### src/verilog/tmr_pkg.sv
package tmr_pkg;

    // Register byte offsets, one aligned word each
    localparam logic [7:0] OFF_STATUS = 8'h00;
    localparam logic [7:0] OFF_CAP1_HI = 8'h04;
    localparam logic [7:0] OFF_CAP1_LO = 8'h08;
    localparam logic [7:0] OFF_CMP1_HI = 8'h0c;
    localparam logic [7:0] OFF_CMP1_LO = 8'h10;
    localparam logic [7:0] OFF_CMP2_HI = 8'h14;
    localparam logic [7:0] OFF_CMP2_LO = 8'h18;
    localparam logic [7:0] OFF_CNT_HI = 8'h1c;
    localparam logic [7:0] OFF_CNT_LO = 8'h20;
    localparam logic [7:0] OFF_ACNT_HI = 8'h24;
    localparam logic [7:0] OFF_ACNT_LO = 8'h28;
    localparam logic [7:0] OFF_CAP2_HI = 8'h2c;
    localparam logic [7:0] OFF_CAP2_LO = 8'h30;
    localparam logic [7:0] OFF_CONTROL = 8'h34;

    // Status register field positions
    localparam int unsigned ST_CAP1 = 7;
    localparam int unsigned ST_CMP1 = 6;
    localparam int unsigned ST_OVF = 5;
    localparam int unsigned ST_CAP2 = 4;
    localparam int unsigned ST_CMP2 = 3;
    localparam int unsigned ST_FREEZE = 2;

    // Index of each flag inside the internal five-bit flag vector
    localparam int unsigned FL_CAP1 = 4;
    localparam int unsigned FL_CMP1 = 3;
    localparam int unsigned FL_OVF = 2;
    localparam int unsigned FL_CAP2 = 1;
    localparam int unsigned FL_CMP2 = 0;

    // Control register field positions
    localparam int unsigned CT_OVF_IE = 0;
    localparam int unsigned CT_EDGE1 = 1;
    localparam int unsigned CT_EDGE2 = 2;
    localparam int unsigned CT_PWM = 3;
    localparam int unsigned CT_OUT1_EN = 4;
    localparam int unsigned CT_OUT2_EN = 5;
    localparam int unsigned CT_LEVEL1 = 6;
    localparam int unsigned CT_LEVEL2 = 7;
    localparam int unsigned CT_CLKSEL = 8;
    localparam logic [9:0] CONTROL_WMASK = 10'h3ff;

    // Reset values
    localparam logic [9:0] CONTROL_RESET = 10'h000;
    localparam logic [15:0] COUNT_RESET = 16'h0000;
    localparam logic [15:0] COUNT_MAX = 16'hffff;

    // Prescaler clock selections and their divide ratios
    localparam logic [1:0] CLK_DIV4 = 2'h0;
    localparam logic [1:0] CLK_DIV2 = 2'h1;
    localparam logic [1:0] CLK_DIV8 = 2'h2;
    localparam logic [1:0] CLK_STOP = 2'h3;
    localparam logic [2:0] DIV4_LAST = 3'h3;
    localparam logic [2:0] DIV2_LAST = 3'h1;
    localparam logic [2:0] DIV8_LAST = 3'h7;

    // AHB-Lite encodings
    localparam logic [1:0] HTRANS_NONSEQ = 2'h2;
    localparam logic HRESP_OKAY = 1'b0;

endpackage

### src/verilog/tmr_timer16.sv
// Function
// - Capture or PWM period match sets capture1 flag
// - Status read then capture1 low clears flag
// - Counter equal compare1 sets compare1 flag
// - Status read then compare1 low clears flag
// - Counter wrap from max sets overflow flag
// - Status read then counter low clears overflow
// - Alternate counter low never clears overflow
// - Active capture2 edge sets capture2 flag
// - Status read then capture2 low clears flag
// - Counter equal compare2 sets compare2 flag
// - Status read then compare2 low clears flag
// - All flags reset to zero
// - Freeze halts prescaler, counter, compare outputs
// - Registers stay accessible while frozen
// - Capture1 event loads counter into capture1 pair
// - Capture2 event loads counter into capture2 pair
// - Compare values held as byte pairs, compared
// - Counter readable through primary and alternate pairs
// - Write to either counter low resets counter
// - Overflow flag with enable raises interrupt request
module tmr_timer16 (
    input wire logic clk_sys,
    input wire logic rst,
    input wire logic hsel,
    input wire logic [31:0] haddr,
    input wire logic [1:0] htrans,
    input wire logic hwrite,
    input wire logic [2:0] hsize,
    input wire logic [31:0] hwdata,
    input wire logic hready,
    output logic [31:0] hrdata,
    output logic hreadyout,
    output logic hresp,
    input wire logic capture1Input,
    input wire logic capture2Input,
    output logic compare1Output,
    output logic compare2Output,
    output logic timerIrq
);

    // Bus-side state
    logic wrPend_q; // Write data phase pending
    logic [7:0] wrAddr_q; // Offset of pending write
    logic [31:0] rdata_q; // Read data for the data phase
    logic hresp_q; // Always OKAY

    // Timer state
    logic [15:0] count_q; // Free-running counter
    logic [2:0] presc_q; // Prescaler phase
    logic [15:0] cmp1_q; // Compare 1 value
    logic [15:0] cmp2_q; // Compare 2 value
    logic [15:0] cap1_q; // Capture 1 value
    logic [15:0] cap2_q; // Capture 2 value
    logic [4:0] flags_q; // Event flags
    logic [4:0] armed_q; // Flags seen by a status read
    logic freeze_q; // Timer frozen
    logic [9:0] ctrl_q; // Control register
    logic out1_q; // Compare 1 pin level
    logic out2_q; // Compare 2 pin level
    logic irq_q; // Interrupt request

    // Capture input synchronisers and edge history
    logic cap1Meta_q, cap1Sync_q, cap1Prev_q;
    logic cap2Meta_q, cap2Sync_q, cap2Prev_q;

    // Decoded access strobes
    logic addrPhase; // Accepted transfer this cycle
    logic mapped; // Upper address bits are zero
    logic rdStrobe; // Read taken this cycle
    logic [7:0] offset; // Byte offset of the request
    logic wrStrobe; // Write data present this cycle
    logic [4:0] flagSet; // Flag set events
    logic [4:0] flagClr; // Flag clear accesses
    logic tick; // Prescaled counter step
    logic [2:0] prescLast; // Last prescaler phase
    logic [15:0] countNext; // Counter after a step
    logic cntWrite; // Counter reset by software
    logic match1; // Counter reaches compare 1
    logic match2; // Counter reaches compare 2
    logic cap1Evt; // Active edge on capture 1
    logic cap2Evt; // Active edge on capture 2
    logic pwmReload; // Period end in PWM mode
    logic [31:0] rdMux; // Read data selected by offset

    // Address phase decode; hsize is ignored since only word transfers are used
    always_comb
    begin
        addrPhase = hsel && hready && (htrans == tmr_pkg::HTRANS_NONSEQ);
        mapped = (haddr[31:8] == 24'h000000);
        offset = haddr[7:0];
        rdStrobe = addrPhase && !hwrite && mapped;
        wrStrobe = wrPend_q;
    end

    // Write data phase capture; unmapped writes are dropped here
    always_ff @(posedge clk_sys or posedge rst)
    begin
        if (rst)
        begin
            wrPend_q <= 1'b0;
            wrAddr_q <= 8'h00;
        end
        else
        begin
            wrPend_q <= addrPhase && hwrite && mapped;
            wrAddr_q <= offset;
        end
    end

    // Read data source per offset; holes read as zero
    always_comb
    begin
        rdMux = 32'h00000000;
        unique case (offset)
            tmr_pkg::OFF_STATUS: rdMux[7:0] = {flags_q, freeze_q, 2'b00};
            tmr_pkg::OFF_CAP1_HI: rdMux[7:0] = cap1_q[15:8];
            tmr_pkg::OFF_CAP1_LO: rdMux[7:0] = cap1_q[7:0];
            tmr_pkg::OFF_CMP1_HI: rdMux[7:0] = cmp1_q[15:8];
            tmr_pkg::OFF_CMP1_LO: rdMux[7:0] = cmp1_q[7:0];
            tmr_pkg::OFF_CMP2_HI: rdMux[7:0] = cmp2_q[15:8];
            tmr_pkg::OFF_CMP2_LO: rdMux[7:0] = cmp2_q[7:0];
            tmr_pkg::OFF_CNT_HI, tmr_pkg::OFF_ACNT_HI: rdMux[7:0] = count_q[15:8];
            tmr_pkg::OFF_CNT_LO, tmr_pkg::OFF_ACNT_LO: rdMux[7:0] = count_q[7:0];
            tmr_pkg::OFF_CAP2_HI: rdMux[7:0] = cap2_q[15:8];
            tmr_pkg::OFF_CAP2_LO: rdMux[7:0] = cap2_q[7:0];
            tmr_pkg::OFF_CONTROL: rdMux[9:0] = ctrl_q;
            default: rdMux = 32'h00000000;
        endcase
    end

    // Zero-wait slave: data is registered in the address phase and stands in the data phase
    always_ff @(posedge clk_sys or posedge rst)
    begin
        if (rst)
        begin
            rdata_q <= 32'h00000000;
            hresp_q <= tmr_pkg::HRESP_OKAY;
        end
        else
        begin
            // Unmapped reads return zero rather than stale data
            if (addrPhase && !hwrite)
                rdata_q <= mapped ? rdMux : 32'h00000000;
            hresp_q <= tmr_pkg::HRESP_OKAY;
        end
    end

    // Status and control writes; freeze stays writable at all times
    always_ff @(posedge clk_sys or posedge rst)
    begin
        if (rst)
        begin
            freeze_q <= 1'b0;
            ctrl_q <= tmr_pkg::CONTROL_RESET;
        end
        else if (wrStrobe)
        begin
            if (wrAddr_q == tmr_pkg::OFF_STATUS)
            begin
                // Flags and reserved bits are not writable
                freeze_q <= hwdata[tmr_pkg::ST_FREEZE];
            end
            if (wrAddr_q == tmr_pkg::OFF_CONTROL)
            begin
                ctrl_q <= hwdata[9:0] & tmr_pkg::CONTROL_WMASK;
            end
        end
    end

    // Compare value bytes, accepted even while frozen
    always_ff @(posedge clk_sys or posedge rst)
    begin
        if (rst)
        begin
            cmp1_q <= tmr_pkg::COUNT_MAX;
            cmp2_q <= tmr_pkg::COUNT_MAX;
        end
        else if (wrStrobe)
        begin
            unique case (wrAddr_q)
                tmr_pkg::OFF_CMP1_HI: cmp1_q[15:8] <= hwdata[7:0];
                tmr_pkg::OFF_CMP1_LO: cmp1_q[7:0] <= hwdata[7:0];
                tmr_pkg::OFF_CMP2_HI: cmp2_q[15:8] <= hwdata[7:0];
                tmr_pkg::OFF_CMP2_LO: cmp2_q[7:0] <= hwdata[7:0];
                default: cmp1_q <= cmp1_q;
            endcase
        end
    end

    // Prescaler limit; the external clock choice has no pin here and stops the counter
    always_comb
    begin
        prescLast = tmr_pkg::DIV4_LAST;
        unique case (ctrl_q[tmr_pkg::CT_CLKSEL +: 2])
            tmr_pkg::CLK_DIV4: prescLast = tmr_pkg::DIV4_LAST;
            tmr_pkg::CLK_DIV2: prescLast = tmr_pkg::DIV2_LAST;
            tmr_pkg::CLK_DIV8: prescLast = tmr_pkg::DIV8_LAST;
            tmr_pkg::CLK_STOP: prescLast = tmr_pkg::DIV8_LAST;
        endcase
        tick = !freeze_q && (ctrl_q[tmr_pkg::CT_CLKSEL +: 2] != tmr_pkg::CLK_STOP)
            && (presc_q == prescLast);
        countNext = count_q + 16'h0001;
        cntWrite = wrStrobe && ((wrAddr_q == tmr_pkg::OFF_CNT_LO)
            || (wrAddr_q == tmr_pkg::OFF_ACNT_LO));
        // Matches fire once, on the step that lands on the value
        match1 = tick && (countNext == cmp1_q);
        match2 = tick && (countNext == cmp2_q);
        pwmReload = match2 && ctrl_q[tmr_pkg::CT_PWM];
    end

    // Prescaler phase; held while frozen so the phase resumes where it stopped
    always_ff @(posedge clk_sys or posedge rst)
    begin
        if (rst)
            presc_q <= 3'h0;
        else if (cntWrite)
            presc_q <= 3'h0;
        else if (!freeze_q)
            presc_q <= (presc_q >= prescLast) ? 3'h0 : presc_q + 3'h1;
    end

    // Free-running counter; a software reset wins over a step
    always_ff @(posedge clk_sys or posedge rst)
    begin
        if (rst)
            count_q <= tmr_pkg::COUNT_RESET;
        else if (cntWrite)
            count_q <= tmr_pkg::COUNT_RESET;
        else if (pwmReload) // PWM period ends at the compare 2 value
            count_q <= tmr_pkg::COUNT_RESET;
        else if (tick)
            count_q <= countNext;
    end

    // Two-flop synchronisers, then a third stage as edge history
    always_ff @(posedge clk_sys or posedge rst)
    begin
        if (rst)
        begin
            cap1Meta_q <= 1'b0;
            cap1Sync_q <= 1'b0;
            cap1Prev_q <= 1'b0;
            cap2Meta_q <= 1'b0;
            cap2Sync_q <= 1'b0;
            cap2Prev_q <= 1'b0;
        end
        else
        begin
            cap1Meta_q <= capture1Input;
            cap1Sync_q <= cap1Meta_q;
            cap1Prev_q <= cap1Sync_q;
            cap2Meta_q <= capture2Input;
            cap2Sync_q <= cap2Meta_q;
            cap2Prev_q <= cap2Sync_q;
        end
    end

    // Active edge per selected polarity; captures keep working while frozen
    always_comb
    begin
        cap1Evt = ctrl_q[tmr_pkg::CT_EDGE1] ? (cap1Sync_q && !cap1Prev_q)
            : (!cap1Sync_q && cap1Prev_q);
        cap2Evt = ctrl_q[tmr_pkg::CT_EDGE2] ? (cap2Sync_q && !cap2Prev_q)
            : (!cap2Sync_q && cap2Prev_q);
    end

    // Capture registers load the live counter
    always_ff @(posedge clk_sys or posedge rst)
    begin
        if (rst)
        begin
            cap1_q <= 16'h0000;
            cap2_q <= 16'h0000;
        end
        else
        begin
            if (cap1Evt)
                cap1_q <= count_q;
            if (cap2Evt)
                cap2_q <= count_q;
        end
    end

    // Flag set and clear terms; a clear needs an earlier status read that saw the flag
    always_comb
    begin
        flagSet = 5'h00;
        flagSet[tmr_pkg::FL_CAP1] = cap1Evt || pwmReload;
        flagSet[tmr_pkg::FL_CMP1] = match1;
        flagSet[tmr_pkg::FL_OVF] = tick && !pwmReload && (count_q == tmr_pkg::COUNT_MAX);
        flagSet[tmr_pkg::FL_CAP2] = cap2Evt;
        flagSet[tmr_pkg::FL_CMP2] = match2;
        // Reads clear in the address phase, writes in the data phase
        flagClr = 5'h00;
        flagClr[tmr_pkg::FL_CAP1] = (rdStrobe && offset == tmr_pkg::OFF_CAP1_LO)
            || (wrStrobe && wrAddr_q == tmr_pkg::OFF_CAP1_LO);
        flagClr[tmr_pkg::FL_CMP1] = (rdStrobe && offset == tmr_pkg::OFF_CMP1_LO)
            || (wrStrobe && wrAddr_q == tmr_pkg::OFF_CMP1_LO);
        // Only the primary counter low clears overflow, never the alternate
        flagClr[tmr_pkg::FL_OVF] = (rdStrobe && offset == tmr_pkg::OFF_CNT_LO)
            || (wrStrobe && wrAddr_q == tmr_pkg::OFF_CNT_LO);
        flagClr[tmr_pkg::FL_CAP2] = (rdStrobe && offset == tmr_pkg::OFF_CAP2_LO)
            || (wrStrobe && wrAddr_q == tmr_pkg::OFF_CAP2_LO);
        flagClr[tmr_pkg::FL_CMP2] = (rdStrobe && offset == tmr_pkg::OFF_CMP2_LO)
            || (wrStrobe && wrAddr_q == tmr_pkg::OFF_CMP2_LO);
        flagClr = flagClr & armed_q;
    end

    // Sticky flags; a new event wins over a clear in the same cycle
    always_ff @(posedge clk_sys or posedge rst)
    begin
        if (rst)
        begin
            flags_q <= 5'h00;
        end
        else
        begin
            flags_q <= (flags_q & ~flagClr) | flagSet;
        end
    end

    // Arming: a status read remembers which flags it showed, so an unseen event survives
    always_ff @(posedge clk_sys or posedge rst)
    begin
        if (rst)
        begin
            armed_q <= 5'h00;
        end
        else if (rdStrobe && offset == tmr_pkg::OFF_STATUS)
        begin
            armed_q <= flags_q;
        end
        else
        begin
            armed_q <= armed_q & ~flagClr;
        end
    end

    // Compare pin levels; in PWM mode pin 1 carries both levels, pin 2 is idle
    always_ff @(posedge clk_sys or posedge rst)
    begin
        if (rst)
        begin
            out1_q <= 1'b0;
            out2_q <= 1'b0;
        end
        else if (freeze_q || !ctrl_q[tmr_pkg::CT_OUT1_EN])
        begin
            out1_q <= 1'b0;
            out2_q <= ctrl_q[tmr_pkg::CT_OUT2_EN] && !freeze_q ? out2_q : 1'b0;
        end
        else
        begin
            if (ctrl_q[tmr_pkg::CT_PWM])
            begin
                if (match1)
                    out1_q <= ctrl_q[tmr_pkg::CT_LEVEL2];
                else if (pwmReload)
                    out1_q <= ctrl_q[tmr_pkg::CT_LEVEL1];
            end
            else if (match1)
                out1_q <= ctrl_q[tmr_pkg::CT_LEVEL1];
            if (!ctrl_q[tmr_pkg::CT_OUT2_EN] || ctrl_q[tmr_pkg::CT_PWM])
                out2_q <= 1'b0;
            else if (match2)
                out2_q <= ctrl_q[tmr_pkg::CT_LEVEL2];
        end
    end

    // Interrupt request follows the overflow flag when enabled
    always_ff @(posedge clk_sys or posedge rst)
    begin
        if (rst)
        begin
            irq_q <= 1'b0;
        end
        else
        begin
            irq_q <= flags_q[tmr_pkg::FL_OVF] && ctrl_q[tmr_pkg::CT_OVF_IE];
        end
    end

    // Output drive from flip-flops, hreadyout from rst; the slave never inserts wait states
    always_comb
    begin
        hrdata = rdata_q;
        hresp = hresp_q;
        hreadyout = !rst;
        compare1Output = out1_q;
        compare2Output = out2_q;
        timerIrq = irq_q;
    end

endmodule
### config.mk
export PLATFORM = sky130hd
export DESIGN_NAME = tmr_timer16
export DESIGN_NICKNAME = d
export VERILOG_FILES = /design/src/verilog/tmr_pkg.sv /design/src/verilog/tmr_timer16.sv
export SDC_FILE = /design/constraint.sdc
export NUM_CORES = 1
export LEC_CHECK = 0
export ABC_AREA = 1
export BUFFER_PORTS_ARGS = -buffer_cell sky130_fd_sc_hd__buf_2
export CAP_MARGIN = 20
export CORE_ASPECT_RATIO = 2
export CORE_UTILIZATION = 35
export DETAILED_ROUTE_END_ITERATION = 12
export GPL_ROUTABILITY_DRIVEN = 0
export REMOVE_ABC_BUFFERS = 1
export SYNTH_ARGS = -nofsm -noshare
export SYNTH_HDL_FRONTEND = slang
export SYNTH_SLANG_ARGS = --single-unit
### constraint.sdc
create_clock -name clk_sys -period 4.53 [get_ports clk_sys]
set_input_delay 0.453 -clock clk_sys [delete_from_list [all_inputs] [get_ports clk_sys]]
set_output_delay 0.453 -clock clk_sys [all_outputs]
set_load 0.01 [all_outputs]
==> summary.txt, run 1 <==
Finish
  – Area of the multi-input gates: between 0.003 and 0.004 mm²
  – Fin area: 0.00831 mm²
  – Fillers: 2077
  – Nets: 1085
  – FF/Latch Area: roughly 0.0033 mm²
  – Area grow syn2layout: 16.5%
  – Antenna diodes: 0
  – Share of layout cells above drive strength 1: about 16%

Timing
  – Fmax: 332 MHz
  – Min Tclk post-route: 3.02 ns
  – Final hold slack: slightly below 0.05 ns
  – RSZ-0062 raised after global routing: no
  – Setup TNS: 0 ns
  – Least-Margin Pin Slew: 0.939 ns
  – Final number of hold-violating endpoints: 0
  – Setup violations, final: 0
  – Tcrit/Tclk final: 66.6%
  – Final Max Tran Viols: 0
  – Worst rel slew slack: between 30 and 40%
  – Worst clock skew: 0.00983 ns

Yosys
  – Top cell type's share of synthesized area: 35.1%
  – Area contributors post-synth: dfrtp_1 35%, nand2_1 14%, dfstp_2 12%
  – Cell taking the most area after synthesis: dfrtp_1
  – Count leader, synth: nand2_1
  – Synth top cells by count: 259 x nand2_1, 128 x inv_1, 108 x o21ai_0
  – Synthesized netlist cell count: a little over 900
  – Synth Warn #: 0
  – Post-synth EDFFs: 0
  – Synth unique cells: 44
  – Post-synthesis sequential area ratio: 46.9%
  – Main flop type after synthesis: dfrtp_1
  – Synth Area per Inst: between 7 and 8 µm²
  – Post-Syn Area: 0.00713 mm²
  – Number of synthesized register bits: between 100 and 150
  – Post-synth ARST share: 100%

Detailed routing
  – Vias per Instance: between 5 and 6
  – Pre-Repair DR Iteration Count: 7
  – DRT Wirelength: between 20000 and 25000 µm
  – Drt drc: 0
  – Total number of vias: approximately 6600
  – DR iter-0 viols: 487
  – WL/cell: 18.5 µm
  – Detail Route Antenna Nets: 0

Die
  – Core area: 0.0199 mm²
  – Rows: 73
  – Initial cell density of the core: 35.8%
  – Die Wd: about 100 µm
  – Die Area: 0.0210 mm²
  – Io pins: 113
  – Die Height: 204 µm

Clocking
  – Clock Path Buffers: 2
  – Clk sinks: 132
  – Post CTS Setup Buffer Count: 0
  – Root buffer cell: clkbuf_16
  – Clock slew at reported path FFs: about 0.06 ns
  – Hold_buf cts: 0
  – CTS tree: done
  – CTS Buf Count: 17
  – Worst skew pair latency: 0.44 ns
  – Post-cts sizing count: 0
  – # H-tree levels: 4

Critical path
  – Setup crit start kind: register
  – Critical Setup Path Class: reg -> reg
  – CP Data Required Time: 4.84 ns
  – CP endpoint kind: register
  – R2R cell count: 14
  – Worst-path maximum fanout: 12
  – Critical Path AT: 3.32 ns

Global routing
  – Overflow after GRT: 0
  – Largest net degree at the start of global routing: just under 50
  – Antenna violations before repair: 0
  – Vias in the first global route: 6638
  – Global Route Usage Sum: approximately a quarter
  – Global-route wire length before repair: 35900 µm

Placed design
  – HPWL Detailed: 18100 µm
  – I/O Buffers: 64
  – Area after DPL: 0.00770 mm²

Status
  – Outcome: finished clean

Power and ir drop
  – PD cells: 323 mW/mm²
  – Leak: 4.30 nW
  – Maximum vdd drop: 0.000257 V
  – Total power: 2.69 mW

Worst hold path
  – Hold Path Class: in -> async

Job
  – Max Cap Viol: 0
path summary, 6_finish.rpt:
kind	start	to	slack, ns
max	count_q[0]	count_q[1]	1.51
min in group clk_sys	capture1Input	cap1Meta_q	0.12
min reg2reg	cap2Meta_q	cap2Sync_q	0.36
min	rst	ctrl_q[4]	0.05
max reg2reg	count_q[0]	count_q[1]	1.51
max in group asynchronous	rst	wrAddr_q[0]	3.56
placed cells by master, fill, tap and decap left out, types with 2 or more instances in the layout:
cell type | synthesis | routed
conb_1 | 1 | 23
clkbuf_16 | 0 | 17
nand4_1 | 29 | 29
nor2_4 | 4 | 4
a21oi_1 | 9 | 9
buf_4 | 24 | 12
nor4_1 | 9 | 9
o21ai_0 | 108 | 108
clkinv_2 | 0 | 5
nor2_2 | 2 | 2
clkinv_1 | 3 | 3
inv_2 | 2 | 2
xnor2_1 | 2 | 2
a211oi_1 | 3 | 3
clkbuf_8 | 0 | 5
nand2_1 | 259 | 259
nor3_1 | 4 | 4
o2111ai_1 | 3 | 3
o22ai_1 | 16 | 16
buf_2 | 3 | 64
inv_1 | 128 | 127
bufinv_16 | 0 | 2
a221oi_1 | 14 | 14
xor2_1 | 8 | 8
dfrtp_1 | 100 | 100
ha_1 | 4 | 4
dfstp_2 | 32 | 32
a32o_1 | 2 | 2
nor2_1 | 60 | 60
nand3_1 | 66 | 66
nand2_2 | 4 | 4
logic make-up (layout without fill, tap and decap cells):
logic type                 Yosys count  after routing  share of synthesized area, %
and+or+nand+nor                    443            443                          27.1
buffers and inverters              176            242                          10.7
AOI/OAI and AO/OA                  164            164                          13.3
DFF                                132            132                          46.9
xor gates and xnor gates            10             10                          1.23
adders and majority gates            4              4                         0.702
other                                1             23                        0.0526
layout make-up:
| cell class | instances | share of cell area [%] |
|---|---|---|
| clock inverters | 9 | 1.22 |
| flip-flops and latches | 132 | 40.2 |
| clock buffers | 23 | 5.99 |
| well taps | 262 | 3.94 |
| inverters | 133 | 6.07 |
| multi-input cells | 644 | 37.4 |
| repair buffers | 77 | 5.12 |
sequential cells by signal, indices dropped and copies added (netlist names), 3 cells and up:
name and flops:
cmp2_q 16, hrdata 10, count_q 16, cmp1_q 16
wrAddr_q 8, flags_q 5, armed_q 5, cap2_q 16
presc_q 3, ctrl_q 10, cap1_q 16
metal layers:
metal | GRT usage [%] | routed length (µm) | share of wire (%)
met1 | 22.2 | 7860 | 33
met2 | 42.7 | 12400 | 52
met3 | 5.23 | 1240 | 5.2
met4 | 22.4 | 2260 | 9.5
met5 | 0 | 0 | 0
power breakdown:
part / total, mW / switching (mW) / internal (mW)
registers: 1.19 / 0.00468 / 1.19
logic: 0.0970 / 0.0703 / 0.0266
clock network: 1.40 / 0.518 / 0.877
worst max-delay path, cell delays in order (launching register included):
cell and delay (ns):
dfrtp_1 0.48, ha_1 0.30, nand2_1 0.16, nor2_4 0.19, nand2_2 0.11, nor2_4 0.12
nand2_2 0.07, nand2_2 0.09, xor2_1 0.20, nand2_1 0.09, nor2_2 0.13, nand3_1 0.38
buf_4 0.37, nand4_1 0.08, o21ai_0 0.10
through the flow:
step / util [%] / std cells / setup slack (ns)
after floorplan: - / 909 / 0.526
after global placement: 38.7 / 1247 / 1.54
after detailed placement: 38.7 / 1247 / 1.52
after CTS: 41.7 / 1279 / 1.50
after global routing: 41.7 / 1280 / 1.24
final: 41.7 / 1280 / 1.51
No activity file was read; power rests on OpenSTA's default activity.
==> run 2: changes to the inputs <==
- clock period: 4.53 -> 2.8 ns (I/O delays scaled with it)
==> run 2 against run 1 <==
Against the previous run:
- die area is the same
- design area grew 3.1%
- via count grew 0.68%
- first-iteration DRC count shrank 7.6%
- non-clock buffer count grew 24
- count of clock-buffer cells in the layout shrank 3
- register-to-register slack lost 1.3 ns
- critical path type unchanged
- largest power group unchanged
- highest routed layer unchanged
==> summary.txt, run 2 (synthesis results as in run 1) <==
Critical path
  – Worst-path maximum fanout: 6 (was 12)
  – Setup crit start kind: register (unchanged)
  – Critical Path AT: 3.00 ns (was 3.32 ns)
  – Critical Setup Path Class: reg -> reg (unchanged)
  – CP Data Required Time: 3.18 ns (was 4.84 ns)
  – CP endpoint kind: register (unchanged)

Detailed routing
  – Vias per Instance: 5.12 (was 5.18)
  – Total number of vias: 6681 (was 6636)
  – Detail Route Antenna Nets: 0 (unchanged)
  – DRT Wirelength: 23600 µm (was 23700 µm)
  – DR iter-0 viols: 450 (was 487)
  – Pre-Repair DR Iteration Count: 5 (was 7)
  – Drt drc: 0 (unchanged)
  – WL/cell: 18.1 µm (was 18.5 µm)

Clocking
  – Clock slew at reported path FFs: 0.06 ns (about the same)
  – Worst skew pair latency: 0.44 ns (about the same)
  – CTS Buf Count: 17 (unchanged)
  – Clock Path Buffers: 2 (unchanged)
  – Root buffer cell: clkbuf_16 (unchanged)
  – Clk sinks: 132 (unchanged)
  – CTS tree: done (unchanged)
  – # H-tree levels: 4 (unchanged)
  – Post CTS Setup Buffer Count: 0 (unchanged)

Worst hold path
  – Hold Path Class: in -> reg (was in -> async)

Timing
  – Setup violations, final: 0 (unchanged)
  – Min Tclk post-route: 2.62 ns (was 3.02 ns)
  – Final Max Tran Viols: 0 (unchanged)
  – RSZ-0062 raised after global routing: no (unchanged)
  – Final number of hold-violating endpoints: 0 (unchanged)
  – Tcrit/Tclk final: 93.6% (was 66.6%)
  – Worst clock skew: 0.00584 ns (was 0.00983 ns)
  – Final hold slack: 0.0857 ns (was 0.0481 ns)
  – Worst rel slew slack: 40.7% (was 36.9%)
  – Final Worst Setup Slack: 0.180 ns (was 1.51 ns)
  – Fmax: 382 MHz (was 332 MHz)
  – Least-Margin Pin Slew: 0.881 ns (was 0.939 ns)

Global routing
  – Largest net degree at the start of global routing: 76 (was 49)
  – Overflow after GRT: 0 (unchanged)
  – GR peak layer: met2 (unchanged)
  – Vias in the first global route: 6731 (was 6638)
  – Met3 layer usage reported by global route: 4.62% (was 5.23%)
  – Antenna violations before repair: 0 (unchanged)
  – Global Route Usage Sum: 24.3% (was 24.2%)
  – Global-route wire length before repair: 36200 µm (was 35900 µm)
  – GR met2 Demand/Resource: 42.5% (was 42.7%)
  – GR Util met1: 22.1% (was 22.2%)

Placed design
  – I/O Buffers: 64 (unchanged)
  – HPWL Detailed: 18400 µm (was 18100 µm)
  – Post-place setup slack: 0.203 ns (was 1.52 ns)
  – Placed instance count: 1261 (was 1247)

Die
  – Core area: 0.0199 mm² (unchanged)
  – Die Area: 0.0210 mm² (unchanged)
  – Io pins: 113 (unchanged)
  – Die Height: 204 µm (unchanged)
  – Initial cell density of the core: 35.8% (unchanged)
  – Die Wd: 103 µm (unchanged)
  – Rows: 73 (unchanged)

Finish
  – Most frequent cells in the layout: 259 x nand2_1, 127 x inv_1, 108 x o21ai_0 (unchanged)
  – Nets: 1109 (was 1085)
  – Most common cell after layout, fill and taps aside: nand2_1 (unchanged)
  – Share of layout cells above drive strength 1: 16.6% (was 15.6%)
  – Antenna diodes: 0 (unchanged)
  – Fin cells: 1304 (was 1280)
  – Area grow syn2layout: 20.1% (was 16.5%)

Power and ir drop
  – Total power: 4.53 mW (was 2.69 mW)
  – Switching share of power: 21.9% (was 22.1%)
  – PD cells: 528 mW/mm² (was 323 mW/mm²)
  – Total internal power: 3.54 mW (was 2.09 mW)
  – Maximum vdd drop: 0.000418 V (was 0.000257 V)
  – Clock share of power: 53.5% (was 52.0%)
  – Combinational power share: 3.9% (was 3.6%)
  – Register share of total power: 42.7% (was 44.4%)
  – Switch Pwr: 0.990 mW (was 0.593 mW)
  – Leak: 4.42 nW (was 4.30 nW)

Job
  – Max Cap Viol: 0 (unchanged)

Status
  – Outcome: finished clean (unchanged)
run 2: changes by cell type in the layout (fill, tap and decap cells not counted), sizes merged:
cell,previous run,this run
dlygate4sd3,0,11
clkinvlp,1,4
clkbuf,23,20
clkinv,9,7
bufinv,2,4
buf,77,90
run 2: per-layer routing:
metal | wire length (µm) | share of wire (%)
met5 | 0 | 0
met4 | 2520 | 11
met1 | 7710 | 33
met3 | 1070 | 4.6
met2 | 12300 | 52
run 2: repair_timing:
item | in CTS | in global routing
endpoints found under the hold margin | 16 | 0
hold buffers | 11 | 0
gates resized for setup | 0 | 0
run 2: power groups by stage:
stage	clock, mW	sequential [mW]	combinational [mW]
6_report	2.42	1.93	0.174
5_1_grt	2.53	1.93	0.201
4_1_cts	2.46	1.93	0.177
3_5_place_dp	0	1.96	0.165
3_3_place_gp	0	1.96	0.163
2_1_floorplan	0	1.96	0.0843
run 2: layout make-up:
class,count,area (µm²)
Fill cell,2071,11300
Sequential cell,132,3340
Multi-Input combinational cell,644,3110
Timing Repair Buffer,101,638
Inverter,133,504
Clock buffer,20,467
Tap cell,262,328
Clock inverter,12,178
run 2: critical path: stages (launching register included):
cell	delay (ns)
dfrtp_1	0.41
inv_1	0.08
nor2_1	0.05
ha_1	0.27
nand3_1	0.13
nor2_2	0.31
nand3_1	0.18
a21oi_1	0.15
nand2_1	0.07
nor2_1	0.17
nand3_1	0.13
nor2_1	0.21
nand2_1	0.14
a21oi_2	0.15
nand2_1	0.05
nand2_1	0.05
run 2: worst paths after layout:
path | cells after the start | slack [ns] | from | to
worst max-delay path | 15 | 0.18 | ctrl_q[8] | compare1Output
worst min-delay path | 3 | 0.09 | hwdata[8] | ctrl_q[8]
worst max register to register | 15 | 0.18 | ctrl_q[8] | compare1Output
worst min register to register | 0 | 0.35 | cap1Meta_q | cap1Sync_q
max in group asynchronous | 4 | 1.68 | rst | cmp2_q[0]
min in group asynchronous | 3 | 0.35 | rst | count_q[6]
run 2: metrics by stage:
stage / cell area (µm²) / TNS (ns) / util [%]
floorplan: 6950 / -105.84 / -
global placement: 7820 / 0 / 39.2
detailed placement: 7820 / 0 / 39.2
CTS: 8570 / 0 / 43.0
global route: 8570 / 0 / 43.0
finish: 8570 / 0 / 43.0
==> run 3: changes to the inputs <==
- ABC_AREA: 1 -> unset
==> run 3 against run 2 <==
Against the previous run:
- the run now ends with negative setup slack left
- combinational power grew to 4.3 times the previous value
- worst hold slack worse by 0.047 ns
- register-to-register slack worse by 0.19 ns
- sequential share of layout area is 1.5 points lower
- die area is 1.5% higher
- cell count is 18% lower
- largest power group is now sequential cells
- clock skew is 0.0040 ns higher
- non-clock buffer count is 32 higher
- global-route usage is 0.41 points higher
- setup slack worse by 0.19 ns
- core utilization is 0.71 points higher
==> summary.txt, run 3 <==
Status
  – Outcome: finished, violations left (was finished clean)
  – Failing checks: negative setup slack

Finish
  – Fin cells: 1071 (was 1304)
  – Share of layout cells above drive strength 1: 36.3% (was 16.6%)
  – Area grow syn2layout: 23.0% (was 20.1%)
  – Nets: 871 (was 1109)
  – Fillers: 2026 (was 2071)
  – Core Util, Final: 43.7% (was 43.0%)
  – Fin area: 0.00891 mm² (was 0.00857 mm²)
  – Area of the multi-input gates: 0.00374 mm² (was 0.00311 mm²)
  – FF/Latch Area: 0.00334 mm² (unchanged)
  – Most common cell after layout, fill and taps aside: dfrtp_1 (was nand2_1)
  – Most frequent cells in the layout: 100 x dfrtp_1, 73 x mux2_2, 64 x buf_2 (was 259 x nand2_1, 127 x inv_1, 108 x o21ai_0)

Timing
  – Final number of hold-violating endpoints: 0 (unchanged)
  – Worst rel slew slack: 51.1% (was 40.7%)
  – Tcrit/Tclk final: 100% (was 93.6%)
  – Least-Margin Pin Slew: 0.732 ns (was 0.881 ns)
  – RSZ-0062 raised after global routing: yes (was no)
  – Final Worst Setup Slack: -0.00783 ns (was 0.180 ns)
  – Final Max Tran Viols: 0 (unchanged)
  – Min Tclk post-route: 2.81 ns (was 2.62 ns)
  – Worst clock skew: 0.00989 ns (was 0.00584 ns)
  – Setup violations, final: 6 (was 0)
  – Fmax: 356 MHz (was 382 MHz)

Clocking
  – CTS Buf Count: 17 (unchanged)
  – CTS tree: done (unchanged)
  – Worst skew pair latency: 0.43 ns (was 0.44 ns)
  – Clock slew at reported path FFs: 0.06 ns (about the same)
  – Clock Path Buffers: 2 (unchanged)
  – # H-tree levels: 4 (unchanged)
  – Post CTS Setup Buffer Count: 0 (unchanged)
  – Root buffer cell: clkbuf_16 (unchanged)
  – Clk sinks: 132 (unchanged)

Critical path
  – Worst path cell trace: ha_1 > buf_4 > nand4_1 > nor3_1 > buf_4 > xnor2_1 > o21ai_0 > nor4_1 > and4_4 > buf_4 > nor3_1 (was inv_1 > nor2_1 > ha_1 > nand3_1 > nor2_2 > nand3_1 > a21oi_1 > nand2_1 > nor2_1 > nand3_1 > nor2_1 > nand2_1 > a21oi_2 > nand2_1 > nand2_1)
  – CP Data Required Time: 3.10 ns (was 3.18 ns)
  – Worst flop-to-flop path startpoint: count_q[0] (was ctrl_q[8])
  – CP max stage cell: dfrtp_1 (unchanged)
  – R2R cell count: 11 (was 15)
  – Reg2reg setup slack: -0.008 ns (was 0.18 ns)
  – Most frequent CP cell: buf_4 (was nand2_1)
  – CP endpoint kind: register (unchanged)
  – Critical Setup Path Class: reg -> reg (unchanged)
  – Max stage delay on crit path: 0.38 ns (was 0.41 ns)
  – RR Endpoint: count_q[3] (was compare1Output)
  – Setup crit start kind: register (unchanged)
  – Critical Path AT: 3.11 ns (was 3.00 ns)
  – Worst-path maximum fanout: 7 (was 6)

Power and ir drop
  – Maximum vdd drop: 0.000316 V (was 0.000418 V)
  – Switching share of power: 26.6% (was 21.9%)
  – Leak: 3.88 nW (was 4.42 nW)
  – Switch Pwr: 1.32 mW (was 0.990 mW)
  – Total internal power: 3.66 mW (was 3.54 mW)
  – Combinational power share: 14.9% (was 3.9%)
  – PD cells: 559 mW/mm² (was 528 mW/mm²)
  – Clock share of power: 42.1% (was 53.5%)
  – Register share of total power: 43.0% (was 42.7%)

Job
  – Max Cap Viol: 0 (unchanged)

Worst hold path
  – Hold Path Depth: 1 (was 3)
  – Hold Path Class: in -> reg (unchanged)
  – HP Start: haddr[2] (was hwdata[8])
  – Worst Hold End: wrAddr_q[2] (was ctrl_q[8])

Yosys
  – Synth unique cells: 65 (was 44)
  – Top cell type's share of synthesized area: 34.5% (was 35.1%)
  – Post-synth ARST share: 100% (unchanged)
  – Synth top cells by count: 100 x dfrtp_1, 73 x mux2_2, 53 x nand2_1 (was 259 x nand2_1, 128 x inv_1, 108 x o21ai_0)
  – Area contributors post-synth: dfrtp_1 35%, dfstp_2 12%, mux2_2 11% (was dfrtp_1 35%, nand2_1 14%, dfstp_2 12%)
  – Post-synth EDFFs: 0 (unchanged)
  – Post-Syn Area: 0.00724 mm² (was 0.00713 mm²)
  – Synth Area per Inst: 10.7 µm² (was 7.67 µm²)
  – Count leader, synth: dfrtp_1 (was nand2_1)
  – Number of synthesized register bits: 132 (unchanged)
  – Synth Warn #: 0 (unchanged)
  – Main flop type after synthesis: dfrtp_1 (unchanged)
  – Post-synthesis sequential area ratio: 46.2% (was 46.9%)
  – Synthesized netlist cell count: 676 (was 930)
  – Cell taking the most area after synthesis: dfrtp_1 (unchanged)

Die
  – Io pins: 113 (unchanged)
  – Die Height: 205 µm (was 204 µm)
  – Die Wd: 104 µm (was 103 µm)
  – Core area: 0.0204 mm² (was 0.0199 mm²)
  – Rows: 74 (was 73)
  – Die Area: 0.0213 mm² (was 0.0210 mm²)
  – Initial cell density of the core: 35.6% (was 35.8%)

Detailed routing
  – Pre-Repair DR Iteration Count: 5 (unchanged)
  – Total number of vias: 6187 (was 6681)
  – Detail Route Antenna Nets: 0 (unchanged)
  – Vias per Instance: 5.78 (was 5.12)
  – DRT Wirelength: 25500 µm (was 23600 µm)
  – Drt drc: 0 (unchanged)
  – DR iter-0 viols: 518 (was 450)
  – WL/cell: 23.8 µm (was 18.1 µm)

Placed design
  – I/O Buffers: 64 (unchanged)
  – Area after DPL: 0.00817 mm² (was 0.00782 mm²)
  – HPWL Detailed: 18200 µm (was 18400 µm)
  – Placed instance count: 1034 (was 1261)

Global routing
  – Overflow after GRT: 0 (unchanged)
  – Global-route wire length before repair: 37600 µm (was 36200 µm)
  – Global Route Usage Sum: 24.7% (was 24.3%)
  – Antenna violations before repair: 1 (was 0)
  – Vias in the first global route: 6177 (was 6731)
  – Largest net degree at the start of global routing: 60 (was 76)
==> run 3: worst max-delay path by stage <==
stage | from | end | slack [ns] | cells after the start
floorplan | rst | armed_q[0] | -1.03 | 1
detailed placement | ctrl_q[9] | flags_q[2] | -0.09 | 10
global route | ctrl_q[9] | flags_q[2] | -0.11 | 10
CTS | ctrl_q[9] | count_q[0] | 0.01 | 10
global placement | presc_q[2] | flags_q[2] | -0.06 | 9
finish | count_q[0] | count_q[3] | -0.008 | 11
==> run 3: logic make-up after synthesis <==
group	synth area share [%]
multiplexers	11.8
AND/OR/NAND/NOR	17.2
buffers and inverters	5.15
adder cells (fa/ha/maj)	0.691
flip-flops	46.2
AO/OA/AOI/OAI	11.9
other	0.0518
XOR/XNOR	7.10
==> run 3: worst max-delay path: cells and delay by family, from the launching register on <==
family	cells	cell delay, ns
and+or+nand+nor	5	1.00
adders and majority gates	1	0.25
buffers and inverters	3	0.50
xor gates and xnor gates	1	0.38
DFF	1	0.38
AOI/OAI and AO/OA	1	0.17
==> run 3: area by class of cell <==
class | instances | share of cell area (%)
multi-input cells | 496 | 42.0
clock inverters | 9 | 0.899
inverters | 11 | 0.520
diodes | 1 | 0.0281
well taps | 266 | 3.73
flip-flops and latches | 132 | 37.5
clock buffers | 23 | 5.25
repair buffers | 133 | 10.0
==> run 3: per-stage QoR <==
step | setup WS, ns | TNS (ns) | power, mW | hold WS (ns)
final | -0.00783 | -0.0277 | 4.98 | 0.0390
after global routing | -0.109 | -1.26 | 5.16 | 0.0276
after CTS | 0.00987 | 0 | 4.96 | 0.0175
after detailed placement | -0.0926 | -0.993 | 2.86 | 0.337
after global placement | -0.0570 | -0.329 | 2.84 | 0.333
after floorplan | -1.03 | -108.63 | 2.55 | 0.311
==> run 3: power by group through the flow <==
| stage | logic [mW] | clock network (mW) | registers [mW] |
|---|---|---|---|
| 4_1_cts | 0.705 | 2.12 | 2.13 |
| 5_1_grt | 0.806 | 2.20 | 2.15 |
| 3_3_place_gp | 0.684 | 0 | 2.16 |
| 6_report | 0.740 | 2.10 | 2.14 |
| 2_1_floorplan | 0.385 | 0 | 2.17 |
| 3_5_place_dp | 0.698 | 0 | 2.17 |
==> run 3: repair_timing <==
action                                 4_1_cts  5_1_grt
endpoints found under the hold margin       48        0
hold buffers                                 3        0
pin swaps                                    5        8
setup endpoints to repair                   18       19
gates cloned                                 1        0
resized for setup                            4       21
==> run 3: metal layers <==
metal | GRT usage [%] | vias to the layer above | share of wire (%)
li1 | - | 2696 | -
met1 | 23.2 | 3090 | 32
met2 | 46.7 | 294 | 54
met3 | 4.97 | 107 | 5.5
met4 | 18.9 | 0 | 7.8
met5 | 0 | - | 0
